==> src/pms_regs.svh <==
`ifndef PMS_REGS_SVH
`define PMS_REGS_SVH
// ----------------------------------------
// register offsets (byte addresses)
// ----------------------------------------
`define PMS_CTRL_OFS 8'h00
`define PMS_VOUT_OFS 8'h04
`define PMS_STATUS_OFS 8'h08
// ----------------------------------------
// field positions and reset values
// ----------------------------------------
`define PMS_CTRL_RUN_BIT 0
`define PMS_CTRL_BOOST_BIT 1
`define PMS_CTRL_ALOAD_BIT 2
`define PMS_CTRL_RST 3'h0
`define PMS_VOUT_RST 8'h08
`define PMS_VOUT_MIN 8'h08
`define PMS_VOUT_MAX 8'h14
// ----------------------------------------
// timing
// ----------------------------------------
`define PMS_REF_CLK_HZ 20000000
`define PMS_OSC_HZ 1000000
`define PMS_OSC_DIV (`PMS_REF_CLK_HZ / `PMS_OSC_HZ)
`define PMS_STARTUP_DELAY_US 10000
`define PMS_SOFTSTART_DELAY_US 20000
`define PMS_STARTUP_TICKS (`PMS_STARTUP_DELAY_US * (`PMS_OSC_HZ / 1000) / 1000)
`define PMS_SOFTSTART_TICKS (`PMS_SOFTSTART_DELAY_US * (`PMS_OSC_HZ / 1000) / 1000)
`define PMS_MIN_PULSE_PS 45000
`define PMS_MIN_PULSE_CYC ((`PMS_MIN_PULSE_PS * (`PMS_REF_CLK_HZ / 1000000) + 999999) / 1000000)
`define PMS_MAX_ON_CYC 16
`endif

==> src/pms_pkg.sv <==
package pms_pkg;
	// ----------------------------------------
	// sequencer states, gray along the power-up path through soft-start
	// ----------------------------------------
	typedef enum logic [2:0] {
		PMS_RESET = 3'h0,
		PMS_STANDBY = 3'h1,
		PMS_STARTUP = 3'h3,
		PMS_BOOST_SOFT = 3'h2,
		PMS_NORMAL = 3'h6
	} pms_state_e;
endpackage

==> src/pms_conv_if.sv <==
`timescale 1ns/1ps
interface pms_conv_if;
	logic oscTick;
	logic convRun;
	logic softStart;
	logic activeLoadEn;
	logic [7:0] voutSetting;
	logic switchOn;
	logic activeLoadOn;
	logic lowCurrent;
	modport seq (
		output oscTick, convRun, softStart, activeLoadEn, voutSetting,
		input switchOn, activeLoadOn, lowCurrent
	);
	modport conv (
		input oscTick, convRun, softStart, activeLoadEn, voutSetting,
		output switchOn, activeLoadOn, lowCurrent
	);
endinterface

==> src/pms_power_mode_sequencer.sv <==
// Behaviour
// - in the reset state every register returns to its default value
// - low external reset or active power-on reset forces the reset state
// - power-on reset comes from supply monitor; its release leads to standby
// - the run request bit is zero after power-on reset
// - with reset inactive and run request zero, sit in standby, all off
// - writes accepted in standby; bits other than run request act once startup completes
// - run request set starts startup, enabling reference, bias, oscillator
// - startup waits ten milliseconds for the oscillator to settle
// - thermal shutdown disables operation and holds the startup state
// - soft-start runs the converter in low-current mode for twenty ms
// - all LED outputs are forced off throughout soft-start
// - soft-start entered from startup with boost on, or boost written on
// - in normal mode registers take writes in any order, any bits
// - boost enable zero puts the converter in standby, chip keeps running
// - after soft-start the converter changes to normal PWM
// - active load applied while its enable bit is one and the converter runs
// - a minimum width switch pulse every cycle, no pulse skipping
// - eight bit output setting selects one of the voltage steps
// - switching duty cycle limited by digital logic
// - internal oscillator clocks the converter switching and the startup and soft-start delays
`timescale 1ns/1ps
`include "pms_regs.svh"
module pms_power_mode_sequencer
	import pms_pkg::*;
#(
	parameter int OSC_DIV = `PMS_OSC_DIV,
	parameter int STARTUP_TICKS = `PMS_STARTUP_TICKS,
	parameter int SOFTSTART_TICKS = `PMS_SOFTSTART_TICKS,
	parameter int CNT_W = 15
) (
	// clock and reset
	input wire logic ref_clk,
	input wire logic rst_n,
	// ahb-lite slave
	input wire logic hsel,
	input wire logic [7:0] haddr,
	input wire logic [1:0] htrans,
	input wire logic hwrite,
	input wire logic [2:0] hsize,
	input wire logic [31:0] hwdata,
	input wire logic hready,
	output logic [31:0] hrdata,
	output logic hreadyout,
	output logic hresp,
	// reset and protection pins
	input wire logic external_reset_low_n,
	input wire logic porActive,
	input wire logic thermal_shutdown,
	// power control outputs
	output logic refBiasOscEnable,
	output logic chipEnable,
	output logic ledForceOff,
	output logic boostSwitch,
	output logic lowCurrentPwm,
	output logic activeLoadOn,
	output logic [2:0] seqState
);
	// ----------------------------------------
	// parameter checks
	// ----------------------------------------
	if (OSC_DIV < 2 || OSC_DIV > 255) begin : gBadDiv
		$error("OSC_DIV out of range");
	end
	if (STARTUP_TICKS < 1 || SOFTSTART_TICKS < 1) begin : gBadTicks
		$error("delay counts must be at least one");
	end
	if (STARTUP_TICKS >= 2 ** CNT_W || SOFTSTART_TICKS >= 2 ** CNT_W) begin : gBadW
		$error("CNT_W too narrow for the delay counts");
	end

	// ----------------------------------------
	// pin synchronisers
	// ----------------------------------------
	logic [2:0] rstPinSync;
	logic [2:0] porSync;
	logic [2:0] tsdSync;
	logic extResetLow;
	logic porHeld;
	logic thermalShutdown;

	always_ff @(posedge ref_clk or negedge rst_n) begin
		if (!rst_n) begin
			rstPinSync <= 3'h0;
			porSync <= 3'h7;
			tsdSync <= 3'h0;
		end else begin
			rstPinSync <= {rstPinSync[1:0], external_reset_low_n};
			porSync <= {porSync[1:0], porActive};
			tsdSync <= {tsdSync[1:0], thermal_shutdown};
		end
	end

	// a level counts once the second and third stages agree
	always_ff @(posedge ref_clk or negedge rst_n) begin
		if (!rst_n) begin
			extResetLow <= 1'b1;
			porHeld <= 1'b1;
			thermalShutdown <= 1'b0;
		end else begin
			if (rstPinSync[1] == rstPinSync[2]) extResetLow <= !rstPinSync[2];
			if (porSync[1] == porSync[2]) porHeld <= porSync[2];
			if (tsdSync[1] == tsdSync[2]) thermalShutdown <= tsdSync[2];
		end
	end

	// ----------------------------------------
	// ahb-lite address phase capture
	// ----------------------------------------
	logic dpValid;
	logic dpWrite;
	logic [7:0] dpAddr;
	logic addrPhase;

	assign addrPhase = hsel && htrans[1] && hready;

	always_ff @(posedge ref_clk or negedge rst_n) begin
		if (!rst_n) begin
			dpValid <= 1'b0;
			dpWrite <= 1'b0;
			dpAddr <= 8'h00;
		end else if (hready) begin
			dpValid <= addrPhase;
			dpWrite <= addrPhase && hwrite;
			dpAddr <= addrPhase ? {haddr[7:2], 2'h0} : dpAddr;
		end
	end

	// zero wait states, always okay
	assign hreadyout = 1'b1;
	assign hresp = 1'b0;

	// ----------------------------------------
	// control registers
	// ----------------------------------------
	pms_state_e state;
	pms_state_e next_state;
	logic runRequest;
	logic boostEnable;
	logic activeLoadEnable;
	logic boostEnPrev;
	logic [7:0] voutSetting;
	logic wrAccept;
	logic ctrlWr;
	logic voutWr;
	pms_conv_if convCv ();

	// writes are taken in every state except reset
	assign wrAccept = dpValid && dpWrite && state != PMS_RESET;
	assign ctrlWr = wrAccept && dpAddr == `PMS_CTRL_OFS;
	assign voutWr = wrAccept && dpAddr == `PMS_VOUT_OFS;

	always_ff @(posedge ref_clk or negedge rst_n) begin
		if (!rst_n) begin
			runRequest <= 1'(`PMS_CTRL_RST >> `PMS_CTRL_RUN_BIT);
			boostEnable <= 1'b0;
			activeLoadEnable <= 1'b0;
		end else if (state == PMS_RESET) begin
			runRequest <= 1'b0;
			boostEnable <= 1'b0;
			activeLoadEnable <= 1'b0;
		end else if (ctrlWr) begin
			runRequest <= hwdata[`PMS_CTRL_RUN_BIT];
			boostEnable <= hwdata[`PMS_CTRL_BOOST_BIT];
			activeLoadEnable <= hwdata[`PMS_CTRL_ALOAD_BIT];
		end
	end

	always_ff @(posedge ref_clk or negedge rst_n) begin
		if (!rst_n) begin
			voutSetting <= `PMS_VOUT_RST;
		end else if (state == PMS_RESET) begin
			voutSetting <= `PMS_VOUT_RST;
		end else if (voutWr) begin
			voutSetting <= hwdata[7:0];
		end
	end

	always_ff @(posedge ref_clk or negedge rst_n) begin
		if (!rst_n) begin
			boostEnPrev <= 1'b0;
		end else begin
			boostEnPrev <= boostEnable;
		end
	end

	// ----------------------------------------
	// read data
	// ----------------------------------------
	logic [31:0] rdMux;
	always_comb begin
		rdMux = 32'h0000_0000;
		case ({haddr[7:2], 2'h0})
			`PMS_CTRL_OFS: begin
				rdMux[`PMS_CTRL_RUN_BIT] = runRequest;
				rdMux[`PMS_CTRL_BOOST_BIT] = boostEnable;
				rdMux[`PMS_CTRL_ALOAD_BIT] = activeLoadEnable;
			end
			`PMS_VOUT_OFS: begin
				rdMux[7:0] = voutSetting;
			end
			`PMS_STATUS_OFS: begin
				rdMux[2:0] = state;
				rdMux[3] = thermalShutdown;
				rdMux[4] = convCv.convRun;
				rdMux[5] = ledForceOff;
			end
			default: rdMux = 32'h0000_0000;
		endcase
	end

	always_ff @(posedge ref_clk or negedge rst_n) begin
		if (!rst_n) begin
			hrdata <= 32'h0000_0000;
		end else if (addrPhase && !hwrite) begin
			hrdata <= rdMux;
		end
	end

	// ----------------------------------------
	// oscillator tick
	// ----------------------------------------
	logic [7:0] oscCnt;
	logic oscTick;
	always_ff @(posedge ref_clk or negedge rst_n) begin
		if (!rst_n) begin
			oscCnt <= 8'h00;
		end else if (!refBiasOscEnable) begin
			oscCnt <= 8'h00;
		end else if (oscCnt == 8'(OSC_DIV - 1)) begin
			oscCnt <= 8'h00;
		end else begin
			oscCnt <= oscCnt + 8'h01;
		end
	end

	assign oscTick = refBiasOscEnable && oscCnt == 8'(OSC_DIV - 1);

	// ----------------------------------------
	// delay timer
	// ----------------------------------------
	logic timerStart;
	logic timerClear;
	logic timerDone;
	logic [CNT_W-1:0] timerLoad;

	// restart on entry to a timed state and while overheated
	assign timerStart = ((next_state == PMS_STARTUP || next_state == PMS_BOOST_SOFT)
		&& next_state != state) || (state == PMS_STARTUP && thermalShutdown);
	assign timerClear = next_state == PMS_RESET || next_state == PMS_STANDBY;
	assign timerLoad = (next_state == PMS_BOOST_SOFT) ? CNT_W'(SOFTSTART_TICKS)
		: CNT_W'(STARTUP_TICKS);

	pms_delay_timer #(
		.CNT_W(CNT_W)
	) uTimer (
		.ref_clk(ref_clk),
		.rst_n(rst_n),
		.start(timerStart),
		.clear(timerClear),
		.tick(oscTick),
		.loadTicks(timerLoad),
		.done(timerDone)
	);

	// ----------------------------------------
	// mode state machine
	// ----------------------------------------
	logic inReset;
	logic boostRise;

	assign inReset = extResetLow || porHeld;
	assign boostRise = boostEnable && !boostEnPrev;

	always_comb begin
		next_state = state;
		case (state)
			PMS_RESET: begin
				next_state = PMS_STANDBY;
			end
			PMS_STANDBY: begin
				if (runRequest) next_state = PMS_STARTUP;
			end
			PMS_STARTUP: begin
				if (!runRequest) begin
					next_state = PMS_STANDBY;
				end else if (thermalShutdown) begin
					next_state = PMS_STARTUP;
				end else if (timerDone) begin
					next_state = boostEnable ? PMS_BOOST_SOFT : PMS_NORMAL;
				end
			end
			PMS_BOOST_SOFT: begin
				if (!runRequest) begin
					next_state = PMS_STANDBY;
				end else if (thermalShutdown) begin
					next_state = PMS_STARTUP;
				end else if (!boostEnable || timerDone) begin
					next_state = PMS_NORMAL;
				end
			end
			PMS_NORMAL: begin
				if (!runRequest) begin
					next_state = PMS_STANDBY;
				end else if (thermalShutdown) begin
					next_state = PMS_STARTUP;
				end else if (boostRise) begin
					next_state = PMS_BOOST_SOFT;
				end
			end
			default: begin
				next_state = PMS_RESET;
			end
		endcase
		if (inReset) next_state = PMS_RESET;
	end

	always_ff @(posedge ref_clk or negedge rst_n) begin
		if (!rst_n) begin
			state <= PMS_RESET;
		end else begin
			state <= next_state;
		end
	end

	// ----------------------------------------
	// power control outputs
	// ----------------------------------------
	always_ff @(posedge ref_clk or negedge rst_n) begin
		if (!rst_n) begin
			refBiasOscEnable <= 1'b0;
			chipEnable <= 1'b0;
			ledForceOff <= 1'b1;
		end else begin
			refBiasOscEnable <= next_state == PMS_STARTUP
				|| next_state == PMS_BOOST_SOFT
				|| next_state == PMS_NORMAL;
			chipEnable <= next_state == PMS_NORMAL;
			ledForceOff <= next_state != PMS_NORMAL;
		end
	end

	assign seqState = state;

	// ----------------------------------------
	// converter
	// ----------------------------------------
	assign convCv.oscTick = oscTick;
	assign convCv.convRun = next_state == PMS_BOOST_SOFT
		|| (next_state == PMS_NORMAL && boostEnable);
	assign convCv.softStart = next_state == PMS_BOOST_SOFT;
	assign convCv.activeLoadEn = activeLoadEnable;
	assign convCv.voutSetting = voutSetting;

	pms_boost_pwm #(
		.OSC_DIV(OSC_DIV)
	) uPwm (
		.ref_clk(ref_clk),
		.rst_n(rst_n),
		.cv(convCv.conv)
	);

	assign boostSwitch = convCv.switchOn;
	assign lowCurrentPwm = convCv.lowCurrent;
	assign activeLoadOn = convCv.activeLoadOn;
endmodule

==> src/pms_delay_timer.sv <==
`timescale 1ns/1ps
module pms_delay_timer #(
	parameter int CNT_W = 15
) (
	// clock and reset
	input wire logic ref_clk,
	input wire logic rst_n,
	// control
	input wire logic start,
	input wire logic clear,
	input wire logic tick,
	input wire logic [CNT_W-1:0] loadTicks,
	// status
	output logic done
);
	logic [CNT_W-1:0] count;
	logic armed;

	always_ff @(posedge ref_clk or negedge rst_n) begin
		if (!rst_n) begin
			armed <= 1'b0;
			count <= '0;
		end else if (clear) begin
			armed <= 1'b0;
			count <= '0;
		end else if (start) begin
			armed <= 1'b1;
			count <= loadTicks;
		end else if (armed && tick && count != '0) begin
			count <= count - 1'b1;
		end
	end

	assign done = armed && (count == '0);
endmodule

==> src/pms_boost_pwm.sv <==
`timescale 1ns/1ps
`include "pms_regs.svh"
module pms_boost_pwm #(
	parameter int OSC_DIV = `PMS_OSC_DIV
) (
	// clock and reset
	input wire logic ref_clk,
	input wire logic rst_n,
	// sequencer side
	pms_conv_if.conv cv
);
	localparam int PH_W = $clog2(OSC_DIV + 1);
	localparam logic [7:0] MIN_ON = 8'(`PMS_MIN_PULSE_CYC);
	localparam logic [7:0] MAX_ON = 8'(`PMS_MAX_ON_CYC);

	logic [PH_W-1:0] phase;
	logic [7:0] vCode;
	logic [7:0] onCycles;

	// out-of-range settings clamp to the end steps
	always_comb begin
		vCode = cv.voutSetting;
		if (vCode < `PMS_VOUT_MIN) vCode = `PMS_VOUT_MIN;
		if (vCode > `PMS_VOUT_MAX) vCode = `PMS_VOUT_MAX;
		onCycles = vCode - 8'h04;
		if (cv.softStart) onCycles = MIN_ON;
		if (onCycles > MAX_ON) onCycles = MAX_ON;
		if (onCycles < MIN_ON) onCycles = MIN_ON;
	end

	always_ff @(posedge ref_clk or negedge rst_n) begin
		if (!rst_n) begin
			phase <= '0;
		end else if (cv.oscTick) begin
			phase <= '0;
		end else if (phase < PH_W'(OSC_DIV)) begin
			phase <= phase + 1'b1;
		end
	end

	always_ff @(posedge ref_clk or negedge rst_n) begin
		if (!rst_n) begin
			cv.switchOn <= 1'b0;
			cv.lowCurrent <= 1'b0;
			cv.activeLoadOn <= 1'b0;
		end else begin
			// a pulse every switching cycle, never skipped
			cv.switchOn <= cv.convRun && (8'(phase) < onCycles);
			cv.lowCurrent <= cv.convRun && cv.softStart;
			cv.activeLoadOn <= cv.convRun && cv.activeLoadEn;
		end
	end
endmodule

==> config.mk <==
export PLATFORM = sky130hd
export DESIGN_NAME = pms_power_mode_sequencer
export DESIGN_NICKNAME = d
export VERILOG_FILES = /design/src/pms_pkg.sv /design/src/pms_conv_if.sv /design/src/pms_power_mode_sequencer.sv /design/src/pms_delay_timer.sv /design/src/pms_boost_pwm.sv
export VERILOG_INCLUDE_DIRS = /design/src
export SDC_FILE = /design/constraint.sdc
export NUM_CORES = 1
export LEC_CHECK = 0
export BUFFER_PORTS_ARGS = -buffer_cell sky130_fd_sc_hd__buf_2
export CAP_MARGIN = 40
export CORE_MARGIN = 2
export CORE_UTILIZATION = 40
export DETAILED_ROUTE_END_ITERATION = 10
export GPL_ROUTABILITY_DRIVEN = 1
export PLACE_DENSITY = 0.71
export RECOVER_POWER = 25
export SYNTH_ARGS = -nofsm -noshare
export SYNTH_HDL_FRONTEND = slang
export SYNTH_SLANG_ARGS = --single-unit
==> constraint.sdc <==
create_clock -name ref_clk -period 4.31 [get_ports ref_clk]
set_input_delay 0.431 -clock ref_clk [delete_from_list [all_inputs] [get_ports ref_clk]]
set_output_delay 0.431 -clock ref_clk [all_outputs]
set_load 0.02 [all_outputs]
## Word-level counts from Yosys, hierarchy flattened

Cells that the tools add are included.

- Register bits after elaboration: 78

- $add $sub $neg: 4
- Order comparisons: 6
- Equality and inequality tests: 17
- Muxes and demuxes: 39
- Reductions and logical operators: 43

Operator list:

| operator | count |
|---|---|
| 8-bit 2-to-1 mux | 9 |
| 15-bit 2-to-1 mux | 4 |
| 3-bit 2-to-1 mux | 12 |
| 1-bit logical AND | 19 |
| 8-bit by 5-bit greater-than comparator with 1-bit output, second input constant | 2 |
| 15-bit zero test | 1 |
| 3-bit case mux with 5 select lines | 1 |
| 15-bit nonzero test | 1 |
| 15-bit by 1-bit subtractor with 15-bit output, second input constant | 1 |
| 3-bit by 2-bit equality test with 1-bit output, second input constant | 4 |
| 6-bit by 1-bit equality test with 1-bit output, second input constant | 2 |
| 5-bit 2-to-1 mux | 2 |
| 3-bit case mux with 3 select lines | 1 |
| 8-bit by 1-bit adder with 8-bit output, second input constant | 1 |
| 8-bit by 5-bit equality test with 1-bit output, second input constant | 1 |
| 8-bit zero test | 1 |
| 5-bit by 8-bit < comparator with 1-bit output | 1 |
| 8-bit by 1-bit < comparator with 1-bit output, second input constant | 1 |
| 8-bit by 4-bit < comparator with 1-bit output, second input constant | 1 |
| 1-bit 2-to-1 mux | 8 |
| 2-bit nonzero test | 4 |
| 8-bit by 3-bit subtractor with 8-bit output, second input constant | 1 |
| 1-bit logical OR | 7 |
| 3-bit by 1-bit equality test with 1-bit output, second input constant | 2 |
| other kinds (14) | 22 |

## Longest topological paths before layout

Gate-level depths: netlist of run 1.

- Depth in word-level cells: 16
- Mapped depth: 13

## Modules after synthesis

From an unflattened synthesis of run 1, not the netlist that was laid out.

- Cells, all modules: 440
- Area total of the unflattened synthesis: 4237.8 sq um

By module, submodules not included:

| module | instances | cells each | area an instance (sq um) | seq. area each (sq um) |
|---|---|---|---|---|
| pms_power_mode_sequencer | 1 | 242 | 2537.4 | 1360.1 |
| pms_delay_timer | 1 | 131 | 1096.1 | 400.4 |
| pms_boost_pwm | 1 | 67 | 604.3 | 200.2 |

## Least setup slack after synthesis of run 1

Ideal clock, no wire load.

- Kind: reg2reg
- Start point: register uTimer.count[7]
- End point: register uPwm.cv.switchOn
- Setup time: 0.066 ns
- Arrival time: 3.196 ns
- Data required time: 4.244 ns
- Setup slack: 1.047 ns
- Stages on the path, launching flop included: 13
- Path buffers: 1
- Cell sequence: dfrtp_1 > or4_4 > buf_6 > nor4_4 > a31o_4 > a21o_4 > inv_2 > or4_1 > ha_1 > a21o_1 > a21o_1 > a21oi_1 > o311a_1

- Cells in the longest elaborated chain, start to end: 16
- Elaborated cells on any way between the ends: 22
- Those cells by class: 3 x order compare; 2 x eq/ne; 11 x mux; 6 x reduce/logical

Ends and longest elaborated chain:

| item | RTL line | source |
|---|---|---|
| start, declared | pms_delay_timer.sv:16 | `logic [CNT_W-1:0] count;` |
| start signal, assigned | pms_delay_timer.sv:28 | `count <= loadTicks;` |
| start signal, assigned | pms_delay_timer.sv:30 | `count <= count - 1'b1;` |
| 15-bit zero test (*) | pms_delay_timer.sv:34 | `assign done = armed && (count == '0);` |
| 1-bit logical AND (*) | pms_delay_timer.sv:34 |  |
| 1-bit logical OR | pms_power_mode_sequencer.sv:298 | `end else if (!boostEnable \|\| timerDone) begin` |
| 3-bit 2-to-1 mux | pms_power_mode_sequencer.sv:298 |  |
| 3-bit 2-to-1 mux | pms_power_mode_sequencer.sv:296 | `end else if (thermalShutdown) begin` |
| 3-bit 2-to-1 mux | pms_power_mode_sequencer.sv:294 | `if (!runRequest) begin` |
| 3-bit case mux with 5 select lines (*) | pms_power_mode_sequencer.sv:277 | `case (state)` |
| 3-bit 2-to-1 mux (*) | pms_power_mode_sequencer.sv:315 | `if (inReset) next_state = PMS_RESET;` |
| 3-bit by 2-bit equality test with 1-bit output | pms_power_mode_sequencer.sv:349, pms_power_mode_sequencer.sv:351 |  |
| 8-bit 2-to-1 mux | pms_boost_pwm.sv:26 | `if (cv.softStart) onCycles = MIN_ON;` |
| 8-bit by 5-bit greater-than comparator with 1-bit output | pms_boost_pwm.sv:27 | `if (onCycles > MAX_ON) onCycles = MAX_ON;` |
| 8-bit 2-to-1 mux | pms_boost_pwm.sv:27 |  |
| 8-bit by 1-bit < comparator with 1-bit output | pms_boost_pwm.sv:28 | `if (onCycles < MIN_ON) onCycles = MIN_ON;` |
| 8-bit 2-to-1 mux | pms_boost_pwm.sv:28 |  |
| 5-bit by 8-bit < comparator with 1-bit output | pms_boost_pwm.sv:48 | `cv.switchOn <= cv.convRun && (8'(phase) < onCycles);` |
| 1-bit logical AND (*) | pms_boost_pwm.sv:48 |  |
| end signal, assigned | pms_boost_pwm.sv:48 |  |
| end, declared | pms_conv_if.sv:17 | `output switchOn, activeLoadOn, lowCurrent` |

Mark *: on every way between the ends. The rest lies on a longest branch, timed or not.
A chain may end at the register's enable or synchronous reset.

## Final worst setup path of run 1

Ends and elaborated chain as after synthesis.

==> results_tabular.tex, run 1 <==
\begin{tabular}{lr}
\hline
Metric & Value \\
\hline
\multicolumn{2}{l}{\textbf{Clock network}} \\
\quad Post-CTS sizing & 0 \\
\quad Clock buffer depth & 2 \\
\quad Later-pin clock latency in the skew report & 0.35 ns \\
\quad Sink Count & 78 \\
\quad Cts hold-fix bufs & 0 \\
\quad Clock Tree Root & clkbuf\_8 \\
\quad CTS tree & yes \\
\quad Number of levels in the clock H-tree & 3 \\
\quad Total CTS buffers & 9 \\
\quad Clock-pin slew of the registers on the worst-case setup and hold paths & 0.08 ns \\
\quad Post CTS Setup Buffer Count & 0 \\
\multicolumn{2}{l}{\textbf{Global route}} \\
\quad Total overflow reported by the global router & 0 \\
\quad Global-route wire length before repair & 13600 um \\
\quad Global-route track usage on met2 & 24.0\% \\
\quad Via count of the first global-routing pass & 2862 \\
\quad Global-route track usage on met3 & 3.46\% \\
\quad Initial antenna violation count & 0 \\
\quad Top Usage Layer GRT & met2 \\
\quad GR Util met1 & 20.4\% \\
\quad Largest net degree at the start of global routing & 51 \\
\quad Tot GR Track Use & 15.1\% \\
\multicolumn{2}{l}{\textbf{Flow run}} \\
\quad Max\_cap viols & 1 \\
\multicolumn{2}{l}{\textbf{Logic synthesis}} \\
\quad Post-synthesis instance area & 4100 sq um \\
\quad Simple-gate share of the synthesized area & 19.0\% \\
\quad Dominant synthesized flop cell & dfrtp\_1 \\
\quad Count of state elements after synthesis & 78 \\
\quad Share of the synthesized area in compound gates (AO/OA/AOI/OAI) & 12.6\% \\
\quad Average cell area after synthesis & 10.5 sq um \\
\quad Share of the yosys chip area belonging to registers & 47.8\% \\
\quad XOR/XNOR Fraction of Synth Area & 3.84\% \\
\quad Dominant combinational cell family by area after synthesis & simple AND/OR/NAND/NOR gates \\
\quad Unique cell type count in the Yosys netlist & 67 \\
\quad Arithmetic-cell share of the synthesized area counting full adders, half adders and majority gates & 3.48\% \\
\quad Asr flop ratio synth & 100\% \\
\quad Synth warn & 0 \\
\quad Multiplexer share of the synthesized area & 5.82\% \\
\quad Number of flops mapped to enable cells by yosys & 0 \\
\quad Syn Inst Count & 391 \\
\multicolumn{2}{l}{\textbf{Worst setup path}} \\
\quad Top delay family on crit path & simple AND/OR/NAND/NOR gates \\
\quad Critical path fanouts, max & 8 \\
\quad Category of the worst setup path capture point & flip-flop \\
\quad Slowest-stage cell, CP & or4\_4 \\
\quad Reg2reg path depth & 11 \\
\quad CP peak stage delay & 0.60 ns \\
\quad Worst Path Buf+Inv & 1 \\
\quad Required time worst endpoint & 4.59 ns \\
\quad Critical path arrival & 3.68 ns \\
\quad Critical Path Stages & 11 \\
\quad Cell type with the highest occurrence count on the critical path & a21o\_1 \\
\quad Ordered list of cells on the worst path & or4\_4 -> nor4\_4 -> a31o\_4 -> a21o\_4 -> inv\_2 -> or4\_1 -> ha\_1 -> a21o\_1 -> a21o\_1 -> a21oi\_1 -> o311a\_1 \\
\quad Start of the worst register-to-register path & uTimer.count[7] \\
\quad Destination of the worst register-to-register timing path & uPwm.cv.switchOn \\
\quad Worst reg-to-reg setup slack & 0.91 ns \\
\quad Critical path class & flip-flop to flip-flop \\
\quad Critical Path Source Type & flip-flop \\
\multicolumn{2}{l}{\textbf{Floorplanning}} \\
\quad Row cnt & 36 \\
\quad Die span in y & 105 um \\
\quad Die X & 105 um \\
\quad Core outline area & 9860 sq um \\
\quad Effective utilization at floorplan & 41.6\% \\
\quad Boundary pin count & 96 \\
\quad Die area & 11100 sq um \\
\multicolumn{2}{l}{\textbf{Routing}} \\
\quad Final wirelength & 8210 um \\
\quad Number of vias in the routed layout & 3039 \\
\quad 1st-pass router iterations & 4 \\
\quad Number of design-rule violations left by the first detailed-router iteration & 139 \\
\quad DRC Markers & 0 \\
\quad Average wire per cell in the routed design & 14.3 um \\
\quad Average via count per standard cell & 5.30 \\
\quad Count of nets left with antenna violations after detail routing & 0 \\
\multicolumn{2}{l}{\textbf{Layout}} \\
\quad Area of combinational cells with multiple inputs & 1930 sq um \\
\quad Area occupied by registers & 1960 sq um \\
\quad Fillcell total & 902 \\
\quad Antenna cells & 0 \\
\quad Share of final-layout standard cells stronger than drive strength 1 & 19.1\% \\
\quad Layout-stage area growth over the synthesis result & 11.5\% \\
\quad Post-layout net count & 497 \\
\quad Core Util, Final & 46.4\% \\
\multicolumn{2}{l}{\textbf{STA}} \\
\quad Number of setup violations in the final report & 0 \\
\quad Clock skew after layout & 0.0135 ns \\
\quad Post-layout worst setup margin & 0.911 ns \\
\quad Max-slew violations & 29 \\
\quad Final hold vios & 0 \\
\quad Unrepaired setup endpoints after global routing & false \\
\quad Final critical path time including I/O delays and setup & 3.40 ns \\
\quad Post-Route Setup TNS & 0 ns \\
\quad Least-Margin Pin Slew & 1.70 ns \\
\quad Max-Slew Margin vs Limit & -13.3\% \\
\quad Worst hold slack & 0.174 ns \\
\quad Fraction of the cycle the final worst path needs & 78.9\% \\
\quad Maximum operating frequency & 0.294 GHz \\
\multicolumn{2}{l}{\textbf{Power and ir drop}} \\
\quad Peak supply drop & 0.178 mV \\
\quad Static power due to leakage & 2.16 nW \\
\quad Power per unit of standard cell area & 308 nW/um\^{}2 \\
\multicolumn{2}{l}{\textbf{Status}} \\
\quad Status & complete, but fails checks \\
\quad Failing checks & max-capacitance violations, max-slew violations \\
\multicolumn{2}{l}{\textbf{Worst hold path}} \\
\quad Hold Path Origin & porActive \\
\quad Classification of the worst-slack hold path & primary input to flip-flop \\
\quad Min-Delay Path Depth & 1 \\
\quad Terminating pin of the worst hold path & porSync[0] \\
\multicolumn{2}{l}{\textbf{Placed design}} \\
\quad Global placer's final weighted congestion & 0.840 \\
\quad Setup WS pre-CTS & 0.935 ns \\
\quad Port buffer count & 39 \\
\quad Estimated wirelength of the detail-placed design & 6030 um \\
\hline
\end{tabular}
-- state kept, by name (all words and copies together) (netlist names), 3 cells and up --
register / cells
uTimer.count: 15
convCv.voutSetting: 8
hrdata: 8
oscCnt: 8
dpAddr: 6
uPwm.phase: 5
porSync: 3
rstPinSync: 3
seqState: 3
tsdSync: 3
-- cells in the mapped netlist, drive strengths merged (7+ instances only) --
cell | instances | area [sq um]
nand4 | 7 | 43.8
nor3 | 19 | 95.1
nor2 | 33 | 124
dfrtp | 71 | 1780
o21ai | 9 | 45.0
buf | 28 | 211
xnor2 | 11 | 96.3
mux2 | 7 | 78.8
dfstp | 7 | 184
xor2 | 7 | 61.3
inv | 16 | 60.1
nand2 | 16 | 60.1
or3 | 7 | 43.8
nand3 | 10 | 50.1
a21oi | 12 | 63.8
clkbuf | 8 | 30.0
ha | 9 | 113
mux2i | 16 | 160
-- routing by layer --
| layer | up-vias | part of all wire (%) | wire length [um] |
|---|---|---|---|
| met5 | - | 0 | 0 |
| met4 | 0 | 1.2 | 102 |
| met3 | 10 | 4.5 | 369 |
| met2 | 85 | 47 | 3900 |
| met1 | 1475 | 47 | 3840 |
| li1 | 1469 | - | - |
-- logic make-up (layout without fill, tap and decap cells) --
| family | count (synthesis) | in the layout |
|---|---|---|
| AND/OR/NAND/NOR | 139 | 139 |
| flip-flops | 78 | 78 |
| AO/OA/AOI/OAI | 67 | 67 |
| buffers and inverters | 52 | 77 |
| multiplexers | 23 | 23 |
| XOR/XNOR | 18 | 18 |
| adder cells (fa/ha/maj) | 12 | 12 |
| other | 2 | 26 |
-- worst max-delay path by stage --
stage                          from               end  slack, ns
floorplan           uTimer.count[7]  uPwm.cv.switchOn       1.05
global placement    uTimer.count[7]  uPwm.cv.switchOn       0.96
detailed placement  uTimer.count[7]  uPwm.cv.switchOn       0.93
CTS                 uTimer.count[7]  uPwm.cv.switchOn       0.89
global route        uTimer.count[7]  uPwm.cv.switchOn       0.75
finish              uTimer.count[7]  uPwm.cv.switchOn       0.91
-- stage by stage --
step / cells / power [mW] / cell area (sq um)
6_report: 573 / 1.41 / 4570
5_1_grt: 573 / 1.47 / 4570
4_1_cts: 573 / 1.43 / 4580
3_5_place_dp: 557 / 0.878 / 4380
3_3_place_gp: 555 / 0.871 / 4350
2_1_floorplan: 415 / 0.853 / 4190
-- cells in the final DEF, fill, tap and decap left out, types with 11 or more instances in the layout --
master and count:
a21oi_1 11, buf_2 39, conb_1 26, dfrtp_1 71, inv_1 15, mux2i_1 16
nand2_1 16, nor2_1 33, nor3_1 19, xnor2_1 11
-- area by class of cell --
type	instances	share of cell area (%)
timing repair buffer	45	5.61
clock buffer	11	3.09
sequential	78	42.9
tap	133	3.64
clock inverter	5	1.29
multi-input combinational	285	42.2
inverter	16	1.31
-- worst reg2reg max path, cell delays in order (launching register included) --
cell and delay (ns):
dfrtp_1 0.42, or4_4 0.60, nor4_4 0.33, a31o_4 0.24
a21o_4 0.16, inv_2 0.08, or4_1 0.54, ha_1 0.31
a21o_1 0.18, a21o_1 0.17, a21oi_1 0.13, o311a_1 0.19
-- power breakdown --
group / internal, mW / total, mW / switching, mW
clock network: 0.284 / 0.547 / 0.263
registers: 0.754 / 0.770 / 0.0153
logic: 0.0305 / 0.0924 / 0.0619
total: 1.07 / 1.41 / 0.340
Power figures use the tool's default switching activity.
==> run 2, diff against run 1 <==
==> constraint.sdc (replaced) <==
create_clock -name ref_clk -period 3.4 [get_ports ref_clk]
set_input_delay 0.34 -clock ref_clk [delete_from_list [all_inputs] [get_ports ref_clk]]
set_output_delay 0.34 -clock ref_clk [all_outputs]
set_load 0.02 [all_outputs]
==> results_tabular.tex, run 2 (same netlist as run 1, synthesis figures left out) <==
\begin{tabular}{lr}
\hline
Metric & Value \\
\hline
\multicolumn{2}{l}{\textbf{Status}} \\
\quad Status & complete, but fails checks \\
\quad Failing checks & max-capacitance violations, max-slew violations \\
\multicolumn{2}{l}{\textbf{Worst setup path}} \\
\quad Critical Path Source Type & flip-flop \\
\quad Cell type with the highest occurrence count on the critical path & a21o\_1 \\
\quad CP peak stage delay & 0.60 ns \\
\quad Critical path class & flip-flop to flip-flop \\
\quad Slowest-stage cell, CP & or4\_4 \\
\quad Critical path fanouts, max & 8 \\
\quad Critical path arrival & 3.55 ns \\
\quad Required time worst endpoint & 3.69 ns \\
\quad Ordered list of cells on the worst path & or4\_4 -> nor4\_4 -> a31o\_4 -> a21o\_4 -> inv\_2 -> or4\_1 -> ha\_1 -> a21o\_1 -> a21o\_1 -> a21oi\_1 -> o311a\_1 \\
\quad Category of the worst setup path capture point & flip-flop \\
\multicolumn{2}{l}{\textbf{Routing}} \\
\quad Final wirelength & 8220 um \\
\quad Count of nets left with antenna violations after detail routing & 0 \\
\quad Met2 wire length & 3790 um \\
\quad DRC Markers & 0 \\
\quad Number of design-rule violations left by the first detailed-router iteration & 205 \\
\quad Total routed wire length on the met1 layer & 3830 um \\
\quad Average wire per cell in the routed design & 14.2 um \\
\quad Top layer reached by signal wires & met4 \\
\quad Average via count per standard cell & 5.31 \\
\quad 1st-pass router iterations & 6 \\
\quad Number of vias in the routed layout & 3061 \\
\quad Detailed route wirelength on metal3 & 507 um \\
\multicolumn{2}{l}{\textbf{Layout}} \\
\quad Share of final-layout standard cells stronger than drive strength 1 & 19.4\% \\
\quad Area of combinational cells with multiple inputs & 1940 sq um \\
\quad Largest register by flop count & uTimer.count \\
\quad Post-layout net count & 502 \\
\quad Layout-stage area growth over the synthesis result & 11.5\% \\
\quad Most frequent cells in the layout & dfrtp\_1, buf\_2, nor2\_1, conb\_1, nor3\_1 \\
\quad Commonest non-fill, non-tap cell in the layout & dfrtp\_1 \\
\quad Max reg flops & 15 \\
\quad Fillcell total & 949 \\
\quad Antenna cells & 0 \\
\quad Core Util, Final & 46.4\% \\
\quad Area occupied by registers & 1960 sq um \\
\multicolumn{2}{l}{\textbf{STA}} \\
\quad Max-slew violations & 43 \\
\quad Final hold vios & 0 \\
\quad Post-Route Setup TNS & 0 ns \\
\quad Maximum operating frequency & 0.306 GHz \\
\quad Number of setup violations in the final report & 0 \\
\quad Max-Slew Margin vs Limit & -55.6\% \\
\quad Final critical path time including I/O delays and setup & 3.26 ns \\
\quad Fraction of the cycle the final worst path needs & 96.0\% \\
\quad Clock skew after layout & 0.00951 ns \\
\quad Least-Margin Pin Slew & 2.33 ns \\
\quad Unrepaired setup endpoints after global routing & false \\
\multicolumn{2}{l}{\textbf{Clock network}} \\
\quad Later-pin clock latency in the skew report & 0.35 ns \\
\quad Clock buffer depth & 2 \\
\quad Clock-pin slew of the registers on the worst-case setup and hold paths & 0.08 ns \\
\quad Number of levels in the clock H-tree & 3 \\
\quad Clock Tree Root & clkbuf\_8 \\
\quad Sink Count & 78 \\
\quad Total CTS buffers & 9 \\
\quad Post CTS Setup Buffer Count & 0 \\
\quad CTS tree & yes \\
\multicolumn{2}{l}{\textbf{Floorplanning}} \\
\quad Die X & 105 um \\
\quad Die area & 11100 sq um \\
\quad Row cnt & 36 \\
\quad Die span in y & 105 um \\
\quad Effective utilization at floorplan & 41.6\% \\
\quad Core outline area & 9860 sq um \\
\quad Boundary pin count & 96 \\
\multicolumn{2}{l}{\textbf{Power and ir drop}} \\
\quad Fraction of power spent switching nets & 25.9\% \\
\quad Power per unit of standard cell area & 371 nW/um\^{}2 \\
\quad Clock Power Share & 35.6\% \\
\quad Total net switching power & 0.439 mW \\
\quad Static power due to leakage & 2.16 nW \\
\quad Sequential group share of total power & 57.3\% \\
\quad Combinational Power Share & 7.1\% \\
\quad Power Internal & 1.26 mW \\
\quad Peak supply drop & 0.221 mV \\
\multicolumn{2}{l}{\textbf{Placed design}} \\
\quad Global placer's final weighted congestion & 0.834 \\
\quad Estimated wirelength of the detail-placed design & 6020 um \\
\quad Port buffer count & 39 \\
\multicolumn{2}{l}{\textbf{Global route}} \\
\quad Global-route wire length before repair & 14000 um \\
\quad Initial antenna violation count & 0 \\
\quad Largest net degree at the start of global routing & 44 \\
\quad Total overflow reported by the global router & 0 \\
\quad Tot GR Track Use & 15.8\% \\
\quad Via count of the first global-routing pass & 2828 \\
\multicolumn{2}{l}{\textbf{Worst hold path}} \\
\quad Classification of the worst-slack hold path & primary input to flip-flop \\
\multicolumn{2}{l}{\textbf{Flow run}} \\
\quad Max\_cap viols & 1 \\
\hline
\end{tabular}
==> run 2: cell count changes in the layout (fill, tap and decap cells not counted), sizes merged <==
cell / change
dlygate4sd3: +1
buf: +3
clkinvlp: +1
bufinv: -1
==> run 2: path summary, 6_finish.rpt <==
kind | start | end | slack [ns] | cells past startpoint
setup / recovery | uTimer.count[7] | uPwm.cv.switchOn | 0.14 | 11
hold / removal | porActive | porSync[0] | 0.08 | 1
setup reg to reg | uTimer.count[7] | uPwm.cv.switchOn | 0.14 | 11
hold reg to reg | rstPinSync[0] | rstPinSync[1] | 0.35 | 0
max in group asynchronous | rst_n | hrdata[5] | 0.84 | 2
min in group asynchronous | rst_n | uPwm.phase[3] | 1.23 | 2
==> run 2: metal layers <==
metal	up-vias	GRT usage, %
met3	8	5.19
met2	82	24.1
li1	1470	-
met1	1501	21.5
met5	-	0
met4	0	4.57
==> run 2: per-stage QoR <==
| step | instance area, sq um | hold slack [ns] | total power [mW] | setup slack (ns) | cells |
|---|---|---|---|---|---|
| 5_1_grt | 4580 | 0.0598 | 1.78 | 0.000845 | 577 |
| 3_5_place_dp | 4400 | 0.335 | 1.11 | 0.0429 | 561 |
| 2_1_floorplan | 4190 | 0.0444 | 1.08 | 0.137 | 415 |
| 3_3_place_gp | 4380 | 0.333 | 1.11 | 0.131 | 559 |
| 4_1_cts | 4570 | 0.0591 | 1.72 | 0.0190 | 577 |
| 6_report | 4580 | 0.0798 | 1.70 | 0.136 | 577 |
==> run 2: power by group through the flow <==
stage                     Combinational [mW]  Sequential (mW)  Clock, mW
after floorplan                       0.0931            0.988          0
after global placement                 0.116            0.990          0
after detailed placement               0.122            0.991          0
after CTS                              0.124            0.973      0.626
after global routing                   0.136            0.976      0.664
final                                  0.121            0.972      0.604
==> run 2: repair_timing <==
| action | in CTS | in global routing |
|---|---|---|
| setup endpoints to repair | 0 | 1 |
| hold endpoints to repair | 40 | 0 |
| hold buffers | 1 | 0 |
| gates resized for setup | 0 | 1 |
==> run 2: critical path: cells and delay by family (launching register included) <==
kind	cells	cell delay (ns)
AND/OR/NAND/NOR	3	1.36
AO/OA/AOI/OAI	6	1.07
flip-flops	1	0.42
adder cells (fa/ha/maj)	1	0.31
buffers and inverters	1	0.04
==> run 2: layout make-up <==
type	instances	area share, %
clock buffer	10	2.79
clock inverter	5	0.793
inverter	16	1.31
multi-input combinational	285	42.3
sequential	78	42.8
tap	133	3.64
timing repair buffer	50	6.29
==> run 3, diff against run 2 <==
--- a/config.mk
+++ b/config.mk
@@ -6,6 +6,7 @@
 export SDC_FILE = /design/constraint.sdc
 export NUM_CORES = 1
 export LEC_CHECK = 0
+export ABC_AREA = 1
 export BUFFER_PORTS_ARGS = -buffer_cell sky130_fd_sc_hd__buf_2
 export CAP_MARGIN = 40
 export CORE_MARGIN = 2
@@ -14,6 +15,7 @@
 export GPL_ROUTABILITY_DRIVEN = 1
 export PLACE_DENSITY = 0.71
 export RECOVER_POWER = 25
+export SKIP_CTS_REPAIR_TIMING = 1
 export SYNTH_ARGS = -nofsm -noshare
 export SYNTH_HDL_FRONTEND = slang
 export SYNTH_SLANG_ARGS = --single-unit
==> results_tabular.tex, run 3 <==
\begin{tabular}{lr}
\hline
Metric & Value \\
\hline
\multicolumn{2}{l}{\textbf{Power and ir drop}} \\
\quad Combinational Power Share & 14.1\% \\
\quad Sequential group share of total power & 48.6\% \\
\quad Total net switching power & 0.555 mW \\
\quad Static power due to leakage & 2.32 nW \\
\quad Clock Power Share & 37.3\% \\
\quad Power Internal & 1.50 mW \\
\quad Peak supply drop & 0.207 mV \\
\quad Fraction of power spent switching nets & 27.0\% \\
\quad Power per unit of standard cell area & 454 nW/um\^{}2 \\
\multicolumn{2}{l}{\textbf{Floorplanning}} \\
\quad Boundary pin count & 96 \\
\quad Die X & 104 um \\
\quad Effective utilization at floorplan & 41.3\% \\
\quad Core outline area & 9770 sq um \\
\quad Row cnt & 36 \\
\quad Die area & 10900 sq um \\
\quad Die span in y & 104 um \\
\multicolumn{2}{l}{\textbf{Logic synthesis}} \\
\quad Cell types occupying the most area after synthesis & dfrtp\_1, nand2\_1, inv\_1 \\
\quad Unique cell type count in the Yosys netlist & 45 \\
\quad Count of state elements after synthesis & 78 \\
\quad Syn Inst Count & 476 \\
\quad Post-synthesis instance area & 4040 sq um \\
\quad Number of flops mapped to enable cells by yosys & 0 \\
\quad Asr flop ratio synth & 100\% \\
\quad Dominant synthesized flop cell & dfrtp\_1 \\
\quad Most frequent cells after synthesis & nand2\_1, dfrtp\_1, inv\_1, nor2\_1, o21ai\_0 \\
\quad Cell with the most instances after synthesis & nand2\_1 \\
\quad Top cell type by total area after synthesis & dfrtp\_1 \\
\quad Synth warn & 0 \\
\quad Share of the yosys chip area belonging to registers & 48.6\% \\
\quad Top cell type's share of synthesized area & 44.0\% \\
\quad Average cell area after synthesis & 8.48 sq um \\
\multicolumn{2}{l}{\textbf{Worst setup path}} \\
\quad Cell type with the highest occurrence count on the critical path & nand2\_1 \\
\quad Worst reg-to-reg setup slack & 0.60 ns \\
\quad Critical Path Source Type & flip-flop \\
\quad Required time worst endpoint & 3.69 ns \\
\quad Critical path class & flip-flop to flip-flop \\
\quad Critical path fanouts, max & 9 \\
\quad Ordered list of cells on the worst path & inv\_1 -> ha\_1 -> nand2\_1 -> nor3\_1 -> nand4\_1 -> nand2\_2 -> nand3\_4 -> nand2\_2 -> nand2\_1 -> inv\_1 -> o2111ai\_1 -> a21oi\_1 -> nand3\_1 -> ha\_1 -> a21oi\_1 -> nand2\_1 -> a21oi\_2 \\
\quad Category of the worst setup path capture point & flip-flop \\
\quad Critical path arrival & 3.09 ns \\
\quad Worst Path Buf+Inv & 2 \\
\quad Top delay family on crit path & simple AND/OR/NAND/NOR gates \\
\quad CP peak stage delay & 0.36 ns \\
\quad Slowest-stage cell, CP & dfrtp\_1 \\
\multicolumn{2}{l}{\textbf{Layout}} \\
\quad Share of final-layout standard cells stronger than drive strength 1 & 16.4\% \\
\quad Fillcell total & 947 \\
\quad Antenna cells & 0 \\
\quad Largest register by flop count & uTimer.count \\
\quad Max reg flops & 15 \\
\quad Post-layout net count & 587 \\
\quad Most frequent cells in the layout & nand2\_1, dfrtp\_1, inv\_1, nor2\_1, buf\_2 \\
\quad Final non-filler cell total & 663 \\
\quad Layout-stage area growth over the synthesis result & 12.2\% \\
\quad Commonest non-fill, non-tap cell in the layout & nand2\_1 \\
\multicolumn{2}{l}{\textbf{Routing}} \\
\quad Average wire per cell in the routed design & 11.9 um \\
\quad 1st-pass router iterations & 5 \\
\quad Count of nets left with antenna violations after detail routing & 0 \\
\quad Number of design-rule violations left by the first detailed-router iteration & 220 \\
\quad DRC Markers & 0 \\
\quad Number of vias in the routed layout & 3157 \\
\quad Average via count per standard cell & 4.76 \\
\quad Final wirelength & 7900 um \\
\multicolumn{2}{l}{\textbf{STA}} \\
\quad Clock skew after layout & 0.00779 ns \\
\quad Final hold vios & 0 \\
\quad Maximum operating frequency & 0.358 GHz \\
\quad Worst hold slack & 0.0846 ns \\
\quad Fraction of the cycle the final worst path needs & 82.3\% \\
\quad Least-Margin Pin Slew & 1.41 ns \\
\quad Unrepaired setup endpoints after global routing & false \\
\quad Number of setup violations in the final report & 0 \\
\quad Final critical path time including I/O delays and setup & 2.80 ns \\
\quad Post-layout worst setup margin & 0.603 ns \\
\quad Max-slew violations & 0 \\
\quad Post-Route Setup TNS & 0 ns \\
\quad Max-Slew Margin vs Limit & 6.21\% \\
\multicolumn{2}{l}{\textbf{Global route}} \\
\quad Tot GR Track Use & 15.9\% \\
\quad Total overflow reported by the global router & 0 \\
\quad Global-route wire length before repair & 14100 um \\
\quad Largest net degree at the start of global routing & 60 \\
\quad Via count of the first global-routing pass & 3161 \\
\quad Initial antenna violation count & 0 \\
\multicolumn{2}{l}{\textbf{Clock network}} \\
\quad Clock Tree Root & clkbuf\_8 \\
\quad Sink Count & 78 \\
\quad Number of levels in the clock H-tree & 3 \\
\quad Later-pin clock latency in the skew report & 0.35 ns \\
\quad Clock-pin slew of the registers on the worst-case setup and hold paths & 0.08 ns \\
\quad Clock buffer depth & 2 \\
\quad CTS tree & yes \\
\quad Total CTS buffers & 9 \\
\multicolumn{2}{l}{\textbf{Placed design}} \\
\quad Estimated wirelength of the detail-placed design & 5910 um \\
\quad Global placer's final weighted congestion & 0.861 \\
\quad Setup WS pre-CTS & 0.625 ns \\
\quad Placed cells & 646 \\
\quad Port buffer count & 39 \\
\multicolumn{2}{l}{\textbf{Worst hold path}} \\
\quad Classification of the worst-slack hold path & primary input to flip-flop \\
\multicolumn{2}{l}{\textbf{Flow run}} \\
\quad Max\_cap viols & 0 \\
\multicolumn{2}{l}{\textbf{Status}} \\
\quad Status & complete, no violations \\
\hline
\end{tabular}
[run 3: cell count changes in the layout (fill, tap and decap cells not counted), sizes merged, moves of 7 or more]
cell	before	now
buf	47	38
inv	17	62
mux2i	16	0
nand2	16	105
nand3	10	28
nor2	33	48
o21ai	9	36
or3	7	0
[run 3: power by group through the flow]
stage	Combinational [mW]	Sequential (mW)	Clock, mW
6_report	0.290	1.00	0.767
5_1_grt	0.339	1.00	0.831
4_1_cts	0.296	1.00	0.789
3_5_place_dp	0.293	1.02	0
3_3_place_gp	0.281	1.01	0
2_1_floorplan	0.235	1.01	0
[run 3: through the flow]
stage / utilization [%] / power, mW / cell area, sq um
2_1_floorplan: - / 1.25 / 4130
3_3_place_gp: 43.9 / 1.30 / 4290
3_5_place_dp: 44.2 / 1.31 / 4320
4_1_cts: 46.5 / 2.08 / 4540
5_1_grt: 46.3 / 2.17 / 4530
6_report: 46.3 / 2.06 / 4530
[run 3: path summary, 6_finish.rpt]
kind / endpoint / depth (start not counted) / startpoint
setup / recovery: uPwm.cv.switchOn / 17 / uTimer.count[0]
max in group asynchronous: uTimer.count[9] / 3 / rst_n
min in group asynchronous: dpAddr[4] / 2 / rst_n
hold / removal: porSync[0] / 1 / porActive
hold reg to reg: tsdSync[1] / 0 / tsdSync[0]
setup reg to reg: uPwm.cv.switchOn / 17 / uTimer.count[0]
[run 3: cell families (layout without fill, tap and decap cells)]
| group | Yosys count | count (layout) | share of synthesized area (%) |
|---|---|---|---|
| muxes | 4 | 4 | 1.12 |
| adders and majority gates | 11 | 11 | 3.29 |
| AOI/OAI and AO/OA | 60 | 60 | 8.87 |
| xor gates and xnor gates | 13 | 13 | 2.82 |
| other | 2 | 26 | 0.186 |
| buffers and inverters | 93 | 123 | 11.3 |
| DFF | 78 | 78 | 48.6 |
| and+or+nand+nor | 215 | 215 | 23.8 |
[run 3: routing by layer]
metal	global-route usage [%]	wire, um
met4	7.05	132
met5	0	0
met1	20.1	3590
met2	25.9	3810
met3	4.07	371
[run 3: layout make-up]
cell class | instances | area, sq um | area share [%]
flip-flops and latches | 78 | 1960 | 43.3
multi-input cells | 329 | 1710 | 37.8
well taps | 133 | 166 | 3.68
clock buffers | 10 | 138 | 3.04
inverters | 65 | 253 | 5.58
clock inverters | 6 | 85.1 | 1.88
repair buffers | 42 | 215 | 4.75
